<file path="src/ebam_pkg.sv">
// Shared constants of the external bus async SRAM master.
package ebam_pkg;
    // ----------------
    // Register byte offsets
    // ----------------
    localparam logic [7:0] OFF_COMMON   = 8'h00;
    localparam logic [7:0] OFF_CYCLE    = 8'h04;
    localparam logic [7:0] OFF_SETHOLD  = 8'h08;
    localparam logic [7:0] OFF_CSCFG    = 8'h0C;
    localparam logic [7:0] OFF_ADDR     = 8'h10;
    localparam logic [7:0] OFF_WDATA    = 8'h14;
    localparam logic [7:0] OFF_CTRL     = 8'h18;
    localparam logic [7:0] OFF_STATUS   = 8'h1C;
    localparam logic [7:0] OFF_EVENT    = 8'h20;
    localparam logic [7:0] OFF_XLATE    = 8'h24;
    // ----------------
    // Field positions
    // ----------------
    localparam int POS_RD_BURST  = 0;
    localparam int POS_WR_BURST  = 3;
    localparam int POS_CLK_EN    = 6;
    localparam int POS_CLKH      = 8;
    localparam int POS_CLKL      = 12;
    localparam int POS_WR_NB     = 0;
    localparam int POS_RD_NB     = 4;
    localparam int POS_WR_B      = 8;
    localparam int POS_RD_B      = 12;
    localparam int POS_CLE       = 16;
    localparam int POS_WR_HOLD   = 0;
    localparam int POS_RD_HOLD   = 4;
    localparam int POS_WR_SETUP  = 8;
    localparam int POS_RD_SETUP  = 12;
    localparam int POS_ALE_MODE  = 0;
    localparam int POS_ALE_NUM   = 1;
    localparam int POS_BURST_ON  = 3;
    localparam int POS_WAIT_MODE = 4;
    localparam int POS_FORMAT    = 8;
    localparam int POS_START     = 0;
    localparam int POS_DIR_WR    = 1;
    localparam int POS_DMA_TX_EN = 2;
    localparam int POS_DMA_RX_EN = 3;
    // ----------------
    // Reset values and fixed codes
    // ----------------
    localparam logic [31:0] RST_COMMON  = 32'h0000_0000;
    localparam logic [31:0] RST_CYCLE   = 32'h0001_1111;
    localparam logic [31:0] RST_SETHOLD = 32'h0000_1111;
    localparam logic [31:0] RST_CSCFG   = 32'h0000_0002;
    localparam logic [31:0] EV_CPU_RX   = 32'h0000_0001;
    localparam logic [31:0] EV_CPU_TX   = 32'h0000_0010;
    localparam logic [31:0] EV_DMA_RX   = 32'h0000_0100;
    localparam logic [31:0] EV_DMA_TX   = 32'h0000_1000;
    localparam logic [31:0] XLATE_MASK  = 32'h0000_7FFF;
    localparam logic [31:0] CS0_RX_FIFO = 32'h4008_0000;
    localparam logic [31:0] CS0_TX_FIFO = 32'h4009_0000;
    localparam int          DMA_IF_TX   = 11;
    localparam int          DMA_IF_RX   = 10;
    localparam logic [2:0]  FMT_ASYNC16 = 3'h0;
    localparam logic [1:0]  WAIT_PIN0   = 2'h0;
    localparam logic [1:0]  RESP_OKAY   = 2'h0;
    localparam logic [1:0]  RESP_SLVERR = 2'h2;
endpackage : ebam_pkg

</file>
<file path="src/ebam_top.sv">
// Async multiplexed 16-bit SRAM bus master with AXI4-Lite registers.
`timescale 1ns/1ps
`default_nettype none
// Overview of operation
// Burst limit 0 keeps every CPU transfer to one word.
// Clock enable 0 keeps the bus clock stopped low.
// High and low time 0: one aclk per phase.
// High and low time fields mean value plus one aclk.
// Data phase field 1 gives a two bus clock data phase.
// Command phase field 1 gives a two bus clock command phase.
// Setup and hold field 1 insert one bus clock each.
// Latch mode 0 issues address latch strobes one after another; the code ignores the mode field and holds one strobe through the count.
// Latch count 1 gives one address latch strobe per access.
// Burst enable 0 allows only single accesses.
// Wait mode 0 stretches accesses on the active-low wait pin.
// Format 0 means async, 16-bit, multiplexed, no burst.
// Each access runs address latch, command, then data phase.
// CPU receive end event is bit 0x1, transmit 0x10.
// DMA receive end event is bit 0x100, transmit 0x1000.
// A detected end-of-block event raises the event output.
// 0x40080000 is CS0 receive FIFO, 0x40090000 transmit FIFO.
// CS0 transmit requests use line 11, receive line 10.
// The DMA controller moves FIFO data 64 bits wide.
// The master writes the end descriptor to 0x20000000.
// Slave translation masks addresses with 0x00007FFF.
// Shared lines carry address in latch phase, data in data phase.
// The SRAM finishes in the data phase or holds wait active.
module ebam_top (
    input  wire logic        aclk,
    input  wire logic        aresetn,
    input  wire logic [31:0] awaddr,
    input  wire logic        awvalid,
    output var  logic        awready,
    input  wire logic [31:0] wdata,
    input  wire logic [3:0]  wstrb,
    input  wire logic        wvalid,
    output var  logic        wready,
    output var  logic [1:0]  bresp,
    output var  logic        bvalid,
    input  wire logic        bready,
    input  wire logic [31:0] araddr,
    input  wire logic        arvalid,
    output var  logic        arready,
    output var  logic [31:0] rdata,
    output var  logic [1:0]  rresp,
    output var  logic        rvalid,
    input  wire logic        rready,
    input  wire logic [3:0]  end_event_pulse,
    output var  logic        end_event_pending,
    output var  logic [15:0] dma_request,
    output var  logic        bus_clk,
    output var  logic        cs0_low,
    output var  logic        addr_latch,
    output var  logic        rd_low,
    output var  logic        wr_low,
    output var  logic [15:0] ad_out,
    output var  logic        ad_oe,
    input  wire logic [15:0] ad_in,
    input  wire logic        wait_input_0_low
);
    typedef enum logic [5:0] {
        ST_IDLE  = 6'h01,
        ST_ALE   = 6'h02,
        ST_CLE   = 6'h04,
        ST_SETUP = 6'h08,
        ST_DATA  = 6'h10,
        ST_HOLD  = 6'h20
    } ebam_state_t;

    logic [31:0] bus_common_config;
    logic [31:0] chipselect_cycle_size;
    logic [31:0] chipselect_setup_hold;
    logic [31:0] chipselect_config;
    logic [31:0] access_addr;
    logic [31:0] access_wdata;
    logic [15:0] access_rdata;
    logic [31:0] slave_event_register;
    logic [31:0] xlate_addr;
    logic        dir_write;
    logic        dma_tx_en;
    logic        dma_rx_en;
    logic        aw_held;
    logic        w_held;
    logic [7:0]  aw_off;
    logic [31:0] w_data;
    logic [3:0]  w_strb;
    logic        wr_fire;
    logic        start_req;
    ebam_state_t state;
    logic [3:0]  phase_left;
    logic [4:0]  gen_cnt;
    logic        gen_high;
    logic        tick;
    logic [15:0] ad_in_m;
    logic [15:0] ad_in_s;
    logic        wait_m;
    logic        wait_s;
    logic        wait_hold;

    // Merge a write into a register honouring byte strobes.
    function automatic logic [31:0] ebam_merge(input logic [31:0] old_v,
                                               input logic [31:0] new_v,
                                               input logic [3:0]  strb);
        logic [31:0] res;
        res = old_v;
        for (int i = 0; i < 4; i++) begin
            if (strb[i]) begin
                res[i*8 +: 8] = new_v[i*8 +: 8];
            end
        end
        return res;
    endfunction : ebam_merge

    // Decode whether a byte offset names a register of this block.
    function automatic logic ebam_mapped(input logic [31:0] a);
        return (a[31:6] == 26'h0) && (a[1:0] == 2'h0) && (a[7:0] <= ebam_pkg::OFF_XLATE);
    endfunction : ebam_mapped

    // Countdown load from a field: the field value itself; a phase lasts load plus one bus clocks.
    function automatic logic [3:0] ebam_len(input logic [3:0] f);
        return f;
    endfunction : ebam_len

    // ----------------
    // Input synchronisers
    // ----------------
    // Pins come from the SRAM domain, so two flops before any use.
    always_ff @(posedge aclk) begin
        if (!aresetn) begin
            ad_in_m <= 16'h0000;
            ad_in_s <= 16'h0000;
            wait_m  <= 1'b1;
            wait_s  <= 1'b1;
        end else begin
            ad_in_m <= ad_in;
            ad_in_s <= ad_in_m;
            wait_m  <= wait_input_0_low;
            wait_s  <= wait_m;
        end
    end

    // ----------------
    // AXI4-Lite write channel
    // ----------------
    assign wr_fire = aw_held && w_held && !bvalid;

    // Address and data are taken independently; response follows both.
    always_ff @(posedge aclk) begin
        if (!aresetn) begin
            awready <= 1'b1;
            wready  <= 1'b1;
            aw_held <= 1'b0;
            w_held  <= 1'b0;
            aw_off  <= 8'h00;
            w_data  <= 32'h0000_0000;
            w_strb  <= 4'h0;
            bvalid  <= 1'b0;
            bresp   <= ebam_pkg::RESP_OKAY;
        end else begin
            if (awvalid && awready) begin
                aw_held <= 1'b1;
                awready <= 1'b0;
                aw_off  <= ebam_mapped(awaddr) ? awaddr[7:0] : 8'hFF;
            end
            if (wvalid && wready) begin
                w_held <= 1'b1;
                wready <= 1'b0;
                w_data <= wdata;
                w_strb <= wstrb;
            end
            if (wr_fire) begin
                bvalid  <= 1'b1;
                bresp   <= (aw_off == 8'hFF) ? ebam_pkg::RESP_SLVERR
                                             : ebam_pkg::RESP_OKAY;
                aw_held <= 1'b0;
                w_held  <= 1'b0;
            end
            if (bvalid && bready) begin
                bvalid  <= 1'b0;
                awready <= 1'b1;
                wready  <= 1'b1;
            end
        end
    end

    // ----------------
    // Register file
    // ----------------
    // A start while an access runs is dropped; software polls busy.
    always_ff @(posedge aclk) begin
        if (!aresetn) begin
            bus_common_config     <= ebam_pkg::RST_COMMON;
            chipselect_cycle_size <= ebam_pkg::RST_CYCLE;
            chipselect_setup_hold <= ebam_pkg::RST_SETHOLD;
            chipselect_config     <= ebam_pkg::RST_CSCFG;
            access_addr           <= 32'h0000_0000;
            access_wdata          <= 32'h0000_0000;
            xlate_addr            <= 32'h0000_0000;
            dir_write             <= 1'b0;
            dma_tx_en             <= 1'b0;
            dma_rx_en             <= 1'b0;
            start_req             <= 1'b0;
        end else begin
            start_req <= 1'b0;
            if (wr_fire) begin
                case (aw_off)
                    ebam_pkg::OFF_COMMON: begin
                        bus_common_config <= ebam_merge(bus_common_config, w_data, w_strb);
                    end
                    ebam_pkg::OFF_CYCLE: begin
                        chipselect_cycle_size <= ebam_merge(chipselect_cycle_size, w_data, w_strb);
                    end
                    ebam_pkg::OFF_SETHOLD: begin
                        chipselect_setup_hold <= ebam_merge(chipselect_setup_hold, w_data, w_strb);
                    end
                    ebam_pkg::OFF_CSCFG: begin
                        chipselect_config <= ebam_merge(chipselect_config, w_data, w_strb);
                    end
                    ebam_pkg::OFF_ADDR: begin
                        access_addr <= ebam_merge(access_addr, w_data, w_strb);
                    end
                    ebam_pkg::OFF_WDATA: begin
                        access_wdata <= ebam_merge(access_wdata, w_data, w_strb);
                    end
                    ebam_pkg::OFF_XLATE: begin
                        xlate_addr <= w_data & ebam_pkg::XLATE_MASK;
                    end
                    ebam_pkg::OFF_CTRL: begin
                        if (w_strb[0]) begin
                            dir_write <= w_data[ebam_pkg::POS_DIR_WR];
                            dma_tx_en <= w_data[ebam_pkg::POS_DMA_TX_EN];
                            dma_rx_en <= w_data[ebam_pkg::POS_DMA_RX_EN];
                            start_req <= w_data[ebam_pkg::POS_START] && (state == ST_IDLE);
                        end
                    end
                    default: begin
                    end
                endcase
            end
        end
    end

    // End-of-block events are sticky; a new event wins over a clear.
    always_ff @(posedge aclk) begin
        if (!aresetn) begin
            slave_event_register <= 32'h0000_0000;
            end_event_pending    <= 1'b0;
        end else begin
            slave_event_register <= (slave_event_register
                & ~((wr_fire && aw_off == ebam_pkg::OFF_EVENT) ? w_data : 32'h0000_0000))
                | (end_event_pulse[0] ? ebam_pkg::EV_CPU_RX : 32'h0000_0000)
                | (end_event_pulse[1] ? ebam_pkg::EV_CPU_TX : 32'h0000_0000)
                | (end_event_pulse[2] ? ebam_pkg::EV_DMA_RX : 32'h0000_0000)
                | (end_event_pulse[3] ? ebam_pkg::EV_DMA_TX : 32'h0000_0000);
            end_event_pending <= (|end_event_pulse) || (|slave_event_register &&
                !(wr_fire && aw_off == ebam_pkg::OFF_EVENT &&
                  (slave_event_register & ~w_data) == 32'h0000_0000));
        end
    end

    // ----------------
    // AXI4-Lite read channel
    // ----------------
    always_ff @(posedge aclk) begin
        if (!aresetn) begin
            arready <= 1'b1;
            rvalid  <= 1'b0;
            rdata   <= 32'h0000_0000;
            rresp   <= ebam_pkg::RESP_OKAY;
        end else begin
            if (arvalid && arready) begin
                arready <= 1'b0;
                rvalid  <= 1'b1;
                rresp   <= ebam_mapped(araddr) ? ebam_pkg::RESP_OKAY : ebam_pkg::RESP_SLVERR;
                case (ebam_mapped(araddr) ? araddr[7:0] : 8'hFF)
                    ebam_pkg::OFF_COMMON:  rdata <= bus_common_config;
                    ebam_pkg::OFF_CYCLE:   rdata <= chipselect_cycle_size;
                    ebam_pkg::OFF_SETHOLD: rdata <= chipselect_setup_hold;
                    ebam_pkg::OFF_CSCFG:   rdata <= chipselect_config;
                    ebam_pkg::OFF_ADDR:    rdata <= access_addr;
                    ebam_pkg::OFF_WDATA:   rdata <= access_wdata;
                    ebam_pkg::OFF_CTRL:    rdata <= {28'h0, dma_rx_en, dma_tx_en, dir_write, 1'b0};
                    ebam_pkg::OFF_STATUS:  rdata <= {access_rdata, 12'h0,
                        access_addr == ebam_pkg::CS0_TX_FIFO,
                        access_addr == ebam_pkg::CS0_RX_FIFO,
                        wait_hold, state != ST_IDLE};
                    ebam_pkg::OFF_EVENT:   rdata <= slave_event_register;
                    ebam_pkg::OFF_XLATE:   rdata <= xlate_addr;
                    default:               rdata <= 32'h0000_0000;
                endcase
            end
            if (rvalid && rready) begin
                rvalid  <= 1'b0;
                arready <= 1'b1;
            end
        end
    end

    // ----------------
    // Bus clock generator
    // ----------------
    // High and low halves last field plus one aclk cycles each; the
    // tick marks one bus clock and paces phases even when the pin is off.
    always_ff @(posedge aclk) begin
        if (!aresetn) begin
            gen_cnt  <= 5'h00;
            gen_high <= 1'b1;
            tick     <= 1'b0;
            bus_clk  <= 1'b0;
        end else begin
            tick <= 1'b0;
            if (start_req) begin
                // Realign the ticks so a new latch phase lasts one whole bus clock.
                gen_high <= |bus_common_config[ebam_pkg::POS_CLKH +: 4];
                gen_cnt  <= {4'h0, |bus_common_config[ebam_pkg::POS_CLKH +: 4]};
            end else if (gen_cnt == (gen_high ? {1'b0, bus_common_config[ebam_pkg::POS_CLKH +: 4]}
                                     : {1'b0, bus_common_config[ebam_pkg::POS_CLKL +: 4]})) begin
                gen_cnt  <= 5'h00;
                gen_high <= !gen_high;
                tick     <= !gen_high;
            end else begin
                gen_cnt <= gen_cnt + 5'h01;
            end
            bus_clk <= bus_common_config[ebam_pkg::POS_CLK_EN] && gen_high;
        end
    end

    // ----------------
    // Access sequencer
    // ----------------
    // Only single 16-bit multiplexed accesses exist here, so burst
    // fields and the format field cannot lengthen a transfer.
    assign wait_hold = (chipselect_config[ebam_pkg::POS_WAIT_MODE +: 2] == ebam_pkg::WAIT_PIN0)
                       && !wait_s;

    always_ff @(posedge aclk) begin
        if (!aresetn) begin
            state        <= ST_IDLE;
            phase_left   <= 4'h0;
            access_rdata <= 16'h0000;
        end else begin
            case (state)
                ST_IDLE: begin
                    if (start_req) begin
                        state      <= ST_ALE;
                        phase_left <= ebam_len({2'h0, chipselect_config[ebam_pkg::POS_ALE_NUM +: 2]})
                                      - 4'h1;
                    end
                end
                ST_ALE: begin
                    if (tick) begin
                        if (phase_left == 4'h0) begin
                            state      <= ST_CLE;
                            phase_left <= ebam_len(chipselect_cycle_size[ebam_pkg::POS_CLE +: 4]);
                        end else begin
                            phase_left <= phase_left - 4'h1;
                        end
                    end
                end
                ST_CLE: begin
                    if (tick) begin
                        if (phase_left != 4'h0) begin
                            phase_left <= phase_left - 4'h1;
                        end else if (chipselect_setup_hold[(dir_write ? ebam_pkg::POS_WR_SETUP
                                     : ebam_pkg::POS_RD_SETUP) +: 4] != 4'h0) begin
                            state      <= ST_SETUP;
                            phase_left <= chipselect_setup_hold[(dir_write ? ebam_pkg::POS_WR_SETUP
                                          : ebam_pkg::POS_RD_SETUP) +: 4] - 4'h1;
                        end else begin
                            state      <= ST_DATA;
                            phase_left <= chipselect_cycle_size[(dir_write ? ebam_pkg::POS_WR_NB
                                          : ebam_pkg::POS_RD_NB) +: 4];
                        end
                    end
                end
                ST_SETUP: begin
                    if (tick) begin
                        if (phase_left == 4'h0) begin
                            state      <= ST_DATA;
                            phase_left <= chipselect_cycle_size[(dir_write ? ebam_pkg::POS_WR_NB
                                          : ebam_pkg::POS_RD_NB) +: 4];
                        end else begin
                            phase_left <= phase_left - 4'h1;
                        end
                    end
                end
                ST_DATA: begin
                    if (tick && !(phase_left == 4'h0 && wait_hold)) begin
                        if (phase_left != 4'h0) begin
                            phase_left <= phase_left - 4'h1;
                        end else begin
                            access_rdata <= dir_write ? access_rdata : ad_in_s;
                            phase_left   <= chipselect_setup_hold[(dir_write ? ebam_pkg::POS_WR_HOLD
                                            : ebam_pkg::POS_RD_HOLD) +: 4];
                            state        <= ST_HOLD;
                        end
                    end
                end
                ST_HOLD: begin
                    if (tick || phase_left == 4'h0) begin
                        if (phase_left <= 4'h1) begin
                            state <= ST_IDLE;
                        end else begin
                            phase_left <= phase_left - 4'h1;
                        end
                    end
                end
                default: begin
                    state <= ST_IDLE;
                end
            endcase
        end
    end

    // ----------------
    // Pin drivers
    // ----------------
    // Pins follow the state one aclk late so each comes from a flop.
    always_ff @(posedge aclk) begin
        if (!aresetn) begin
            cs0_low     <= 1'b1;
            addr_latch  <= 1'b0;
            rd_low      <= 1'b1;
            wr_low      <= 1'b1;
            ad_out      <= 16'h0000;
            ad_oe       <= 1'b0;
            dma_request <= 16'h0000;
        end else begin
            cs0_low    <= (state == ST_IDLE);
            addr_latch <= (state == ST_ALE);
            rd_low     <= !(state == ST_DATA && !dir_write);
            wr_low     <= !(state == ST_DATA && dir_write);
            ad_out     <= (state == ST_ALE || state == ST_CLE) ? access_addr[15:0]
                                                               : access_wdata[15:0];
            ad_oe      <= (state == ST_ALE) || (state == ST_CLE)
                          || (dir_write && state != ST_IDLE);
            dma_request <= 16'h0000;
            dma_request[ebam_pkg::DMA_IF_TX] <= dma_tx_en && (state == ST_IDLE);
            dma_request[ebam_pkg::DMA_IF_RX] <= dma_rx_en && (state == ST_IDLE);
        end
    end
endmodule : ebam_top
`default_nettype wire

</file>
<file path="config.mk">
export PLATFORM = sky130hd
export DESIGN_NAME = ebam_top
export DESIGN_NICKNAME = d
export VERILOG_FILES = /design/src/ebam_pkg.sv /design/src/ebam_top.sv
export SDC_FILE = /design/constraint.sdc
export NUM_CORES = 1
export LEC_CHECK = 0
export CAP_MARGIN = 20
export CORE_UTILIZATION = 60
export DETAILED_ROUTE_END_ITERATION = 8
export DONT_BUFFER_PORTS = 1
export GPL_TIMING_DRIVEN = 0
export HOLD_SLACK_MARGIN = 0.1
export MAX_ROUTING_LAYER = met4
export PLACE_DENSITY = 0.85
export SLEW_MARGIN = 5
export SYNTH_ARGS = -nofsm -noshare
export SYNTH_HDL_FRONTEND = slang
export SYNTH_SLANG_ARGS = --single-unit
</file>
<file path="constraint.sdc">
create_clock -name aclk -period 4.6 [get_ports aclk]
set_input_delay 0.46 -clock aclk [delete_from_list [all_inputs] [get_ports aclk]]
set_output_delay 0.46 -clock aclk [all_outputs]
set_load 0.05 [all_outputs]
</file>
==> results of run 1 <==
==> routing by layer <==
layer  vias to the layer above  GRT usage  part of all wire
li1                       7992          -                 -
met1                      8746     0.5899              0.36
met2                      1504     0.7432              0.44
met3                       354     0.1136              0.12
met4                         0     0.3225             0.072
met5                         -          -                 0
==> stage by stage <==
step / utilization / setup slack [ns] / power [mW] / instance area, um^2
floorplan: - / 1.405 / 4.404 / 18110
global placement: 0.6274 / 0.7683 / 4.668 / 18590
detailed placement: 0.6278 / 0.7522 / 4.690 / 18610
CTS: 0.7037 / 0.7274 / 8.500 / 20860
global route: 0.7048 / 0.4803 / 8.747 / 20890
finish: 0.7048 / 0.6326 / 8.605 / 20890
==> cell families after synthesis <==
kind of cell,Yosys count,share of synthesized area
mux,102,0.06613
fa+ha+maj,6,0.004159
other cells,1,0.0002078
flops,420,0.4658
compound gates,497,0.1650
simple gates,919,0.2378
buf+inv,245,0.05448
xor+xnor,13,0.006308
==> synth_stat cells, drive strengths merged, types with 12 or more instances <==
cell | instances | area (um^2)
nand2 | 440 | 1652
dfxtp | 420 | 8408
a21oi | 283 | 1416
nand3 | 219 | 1096
clkbuf | 171 | 641.9
nor2 | 78 | 292.8
mux2i | 72 | 720.7
o21ai | 61 | 305.3
inv | 46 | 172.7
and2 | 43 | 269.0
nor4 | 41 | 306.5
buf | 28 | 168.9
a211oi | 22 | 165.2
a22oi | 21 | 157.7
mux2 | 18 | 202.7
o22ai | 16 | 100.1
nor3 | 15 | 80.08
a222oi | 14 | 140.1
nor2b | 14 | 87.58
mux4 | 12 | 270.3
nand4 | 12 | 81.33
==> final timing paths <==
check	from	to
worst min-delay path	end_event_pulse[2]	end_event_pending
worst max register to register	dir_write	phase_left[3]
worst min register to register	wait_m	wait_s
worst max-delay path	dir_write	phase_left[3]
==> worst register-to-register path, cell delays in order (launching register included) <==
cell	delay, ns
sky130_fd_sc_hd__dfxtp_1	0.43
sky130_fd_sc_hd__buf_1	0.50
sky130_fd_sc_hd__buf_1	0.55
sky130_fd_sc_hd__mux2i_1	0.34
sky130_fd_sc_hd__ha_1	0.20
sky130_fd_sc_hd__or4b_2	0.63
sky130_fd_sc_hd__nand4_1	0.20
sky130_fd_sc_hd__a211oi_1	0.11
sky130_fd_sc_hd__or4_1	0.59
sky130_fd_sc_hd__a31oi_1	0.19
sky130_fd_sc_hd__a21oi_1	0.08
==> flip-flops by register name, indices dropped and copies added (netlist names), 5 cells and up <==
name                   cells
access_wdata              32
chipselect_cycle_size     32
access_rdata              16
state                      6
slave_event_register      32
gen_cnt                    5
aw_off                     8
chipselect_config         32
access_addr               32
w_data                    32
rdata                     32
ad_in_s                   16
chipselect_setup_hold     32
xlate_addr                15
ad_out                    16
bus_common_config         32
ad_in_m                   16
==> layout make-up <==
cell class / count / share of cell area
multi-input combinational: 1553 / 0.4175
sequential: 420 / 0.4025
buffer: 199 / 0.03881
clock inverter: 20 / 0.01515
timing repair buffer: 72 / 0.03456
inverter: 46 / 0.008265
clock buffer: 60 / 0.05989
tap: 390 / 0.02336
==> repair_timing <==
item / in CTS / in global routing
endpoints found under the setup margin: 0 / 0
hold endpoints to repair: 66 / 0
resized for setup: 0 / 0
hold buffers: 68 / 0
==> power by group <==
group          internal, mW  leakage (nW)  switching [mW]
Combinational         0.280          2.99           0.642
Clock                  2.31         0.763            1.57
Sequential             3.71          3.40          0.0863
==> results.json, run 1 <==
{
  "dp_hpwl_mm": 53.98,
  "initial_utilization": 0.6090,
  "max_clock_freq_mhz": 252.1,
  "worst_skew_late_latency_ns": 0.57,
  "period_needed_ns": 3.967,
  "tightest_slew_ns": 1.339,
  "timing.reg2reg.setup_slack_ns": 0.63,
  "cp_cell_instances": "buf_1, buf_1, mux2i_1, ha_1, or4b_2, nand4_1, a211oi_1, or4_1, a31oi_1, a21oi_1",
  "timing.reg2reg.worst_path_depth": 10,
  "max_slew_margin": 0.1007,
  "most-common-layout-cells": "sky130_fd_sc_hd__nand2_1 (440), sky130_fd_sc_hd__dfxtp_1 (420), sky130_fd_sc_hd__a21oi_1 (283)",
  "synth_sequential_area_ratio": 0.4658,
  "path_clk_slew_ns": 0.06,
  "synth_to_layout_area_growth_pct": 15.74,
  "share_of_cells_above_drive_strength_1": 0.06414,
  "drt_drc_violations_left": 0,
  "irDropWorstVdd_mv": 0.3555,
  "finish.net_count": 2470,
  "count_of_tritonroute_iterations_in_the_first_routing_pass": 6,
  "critical_path.slowest_cell": "sky130_fd_sc_hd__or4b_2",
  "synth.avg_cell_area_um2": 8.193,
  "hold-worst-slack_ns": 0.1235,
  "dpl.cell_count": 2609,
  "most_frequent_standard_cell_in_the_layout_excluding_fill_and_tap_cells": "sky130_fd_sc_hd__nand2_1",
  "clkSinkCount": 420,
  "max_stage_delay_ns": 0.63,
  "die_boundary_width_um": 175.4,
  "min-delay-path-class": "input port to flop",
  "register_area_um2": 8408,
  "core-area_um2": 29640,
  "cell_area_after_synthesis_um2": 18050,
  "route.detailed.vias_per_inst": 6.738,
  "grt_start_max_net_pins": 15,
  "grt_pass1_wl_mm": 108.2,
  "timing.critical_path.max_delay_family": "simple AND/OR/NAND/NOR gates",
  "worst-endpoint-arrival_ns": 4.38,
  "clock_tree_from_tritoncts": "done",
  "critical_path_class": "flop to flop",
  "path_max_fanout": 10,
  "core.rowCount": 63,
  "maxSlewViolCount": 0,
  "power_per_cell_area_nw_per_um2": 411.9,
  "antenna_cells_inserted": 0,
  "fin_skew_ns": 0.03242,
  "hold_violations": 0,
  "timing.critical_path.mode_cell": "sky130_fd_sc_hd__buf_1",
  "critical_path_depth": 10,
  "yosys_most_used_dff": "sky130_fd_sc_hd__dfxtp_1",
  "routability_driven_placement_congestion_ratio": 1.066,
  "holdPathStages": 2,
  "initialDrtViolationCount": 2866,
  "synth.ff_latch_count": 420,
  "cp_data_required_time_ns": 5.01,
  "grt_pass1_vias": 17450,
  "route.detailed.wl_per_inst_um": 27.33,
  "place.port_buffers": 0,
  "outcome": "finished clean",
  "globalRoute.totalOverflow": 0,
  "clock_tree.buffer_depth": 3,
  "synth_edf_count": 0,
  "yosysUniqueCellTypes": 72,
  "num_io_pins": 208,
  "worstSetupStartpointType": "flop",
  "cp.buffers_inverters": 2,
  "unrepaired_setup_endpoints_after_global_routing": "no",
  "period_share": 0.8625,
  "die_area_um2": 30780,
  "cts_htree_levels": 2,
  "antenna_violations_before_repair": 0,
  "route.antenna.remaining_nets": 0,
  "report.final.setup_viol": 0,
  "finalWirelength_mm": 75.44,
  "netlist_instances": 2203,
  "power_leakage_nw": 7.156,
  "clock_tree.root_cell": "sky130_fd_sc_hd__clkbuf_16",
  "cts_buffers": 44,
  "fillers": 2295,
  "cap_viol_max_count": 0,
  "layoutNonFillerInstCount": 2760,
  "multiInputGateArea_um2": 8721,
  "ys_async_sr_fraction": 0,
  "totalNegativeSetupSlack_ns": 0,
  "cp-end-kind": "flop",
  "grt.total_usage": 0.4926,
  "die_h_um": 175.4,
  "post_cts_buffers": 0,
  "synth-warning-count": 0,
  "vias": 18600
}
Power figures use the tool's default switching activity.
==> run 2, diff against run 1 <==
Settings changed: RECOVER_POWER set to 50.
==> results.json, run 2 (same netlist as run 1, synthesis figures left out) <==
{
  "outcome": "finished clean",
  "antenna_violations_before_repair": 0,
  "initial_utilization": 0.6090,
  "die_boundary_width_um": 175.4,
  "path_clk_slew_ns": 0.06,
  "route.detailed.vias_per_inst": 6.736,
  "hold_violations": 0,
  "post_cts_buffers": 0,
  "maxSlewViolCount": 0,
  "fillers": 2299,
  "antenna_cells_inserted": 0,
  "cts_buffers": 44,
  "globalRouteMet3Util": 0.1136,
  "count_of_tritonroute_iterations_in_the_first_routing_pass": 8,
  "most_frequent_standard_cell_in_the_layout_excluding_fill_and_tap_cells": "sky130_fd_sc_hd__nand2_1",
  "clock_tree.root_cell": "sky130_fd_sc_hd__clkbuf_16",
  "period_needed_ns": 3.968,
  "max_slew_margin": 0.1307,
  "synth_to_layout_area_growth_pct": 15.68,
  "dp_hpwl_mm": 53.98,
  "totalNegativeSetupSlack_ns": 0,
  "cp_data_required_time_ns": 5.01,
  "irDropWorstVdd_mv": 0.3563,
  "route.detailed.wl_per_inst_um": 27.33,
  "worst-endpoint-arrival_ns": 4.38,
  "dp_slack_ns": 0.7522,
  "vias": 18590,
  "cts_htree_levels": 2,
  "share_of_cells_above_drive_strength_1": 0.06287,
  "route.antenna.remaining_nets": 0,
  "power_leakage_nw": 7.135,
  "grt_pass1_wl_mm": 108.2,
  "globalRoute.totalOverflow": 0,
  "grt.total_usage": 0.4926,
  "groute.layer.met2.usage": 0.7432,
  "finish.net_count": 2470,
  "period_share": 0.8627,
  "die_area_um2": 30780,
  "post_cts_hold_buffer_count": 68,
  "report.final.setup_viol": 0,
  "routability_driven_placement_congestion_ratio": 1.066,
  "worstSetupStartpointType": "flop",
  "clock_tree_from_tritoncts": "done",
  "fin_skew_ns": 0.03255,
  "core-area_um2": 29640,
  "cap_viol_max_count": 0,
  "layoutNonFillerInstCount": 2760,
  "cts.repair.resized": 0,
  "worst_slack_ns": 0.6318,
  "cp-end-kind": "flop",
  "power_per_cell_area_nw_per_um2": 411.5,
  "path_max_fanout": 10,
  "unrepaired_setup_endpoints_after_global_routing": "no",
  "grt_start_max_net_pins": 15,
  "worst_skew_late_latency_ns": 0.57,
  "finalWirelength_mm": 75.43,
  "dpl.cell_count": 2609,
  "max_clock_freq_mhz": 252.0,
  "num_io_pins": 208,
  "clock_tree.buffer_depth": 3,
  "initialDrtViolationCount": 2906,
  "clkSinkCount": 420,
  "core.rowCount": 63,
  "globalRoute.busiestLayer": "met2",
  "globalRouteMet1Util": 0.5899,
  "most-common-layout-cells": "sky130_fd_sc_hd__nand2_1 (440), sky130_fd_sc_hd__dfxtp_1 (420), sky130_fd_sc_hd__a21oi_1 (283)",
  "die_h_um": 175.4,
  "place.port_buffers": 0,
  "drt_drc_violations_left": 0,
  "tightest_slew_ns": 1.304,
  "min-delay-path-class": "input port to flop",
  "critical_path_class": "flop to flop",
  "grt_pass1_vias": 17450
}
[run 2: final cells by class]
type,count,area (um^2),area share
buffer,199,810.8,0.03883
timing repair buffer,72,718.2,0.03440
tap,390,488.0,0.02337
clock inverter,20,316.6,0.01516
sequential,420,8408,0.4027
inverter,46,172.7,0.008269
multi-input combinational,1553,8715,0.4174
clock buffer,60,1251,0.05992
[run 2: worst paths after layout]
path                                          from           endpoint  slack [ns]  cells past startpoint
worst min-delay path            end_event_pulse[2]  end_event_pending        0.12                      2
worst max-delay path                     dir_write      phase_left[3]        0.63                     10
worst min register to register              wait_m             wait_s        0.42                      1
worst max register to register           dir_write      phase_left[3]        0.63                     10
[run 2: power by group]
group	leakage, nW	switching, mW	internal, mW
combinational	2.97	0.641	0.280
clock	0.763	1.56	2.31
sequential	3.40	0.0859	3.71
[run 2: metrics by stage]
step                power, mW    util  hold slack, ns  cell area, um^2
CTS                     8.500  0.7037          0.1232            20860
floorplan               4.404       -          0.3863            18110
global placement        4.668  0.6274          0.3996            18590
detailed placement      4.690  0.6278          0.3971            18610
finish                  8.592  0.7045          0.1237            20880
global route            8.745  0.7045          0.1508            20880
[run 2: worst max-delay path, cell delays in order, from the launching register on]
cell and delay (ns):
sky130_fd_sc_hd__dfxtp_1 0.42, sky130_fd_sc_hd__buf_1 0.49, sky130_fd_sc_hd__buf_1 0.56, sky130_fd_sc_hd__mux2i_1 0.34, sky130_fd_sc_hd__ha_1 0.21, sky130_fd_sc_hd__or4b_2 0.63
sky130_fd_sc_hd__nand4_1 0.20, sky130_fd_sc_hd__a211oi_1 0.11, sky130_fd_sc_hd__or4_1 0.59, sky130_fd_sc_hd__a31oi_1 0.19, sky130_fd_sc_hd__a21oi_1 0.08
[run 2: metal layers]
layer	vias to the layer above	share of wire
met2	1559	0.44
met5	-	0
met4	0	0.075
met3	377	0.13
met1	8665	0.36
li1	7989	-
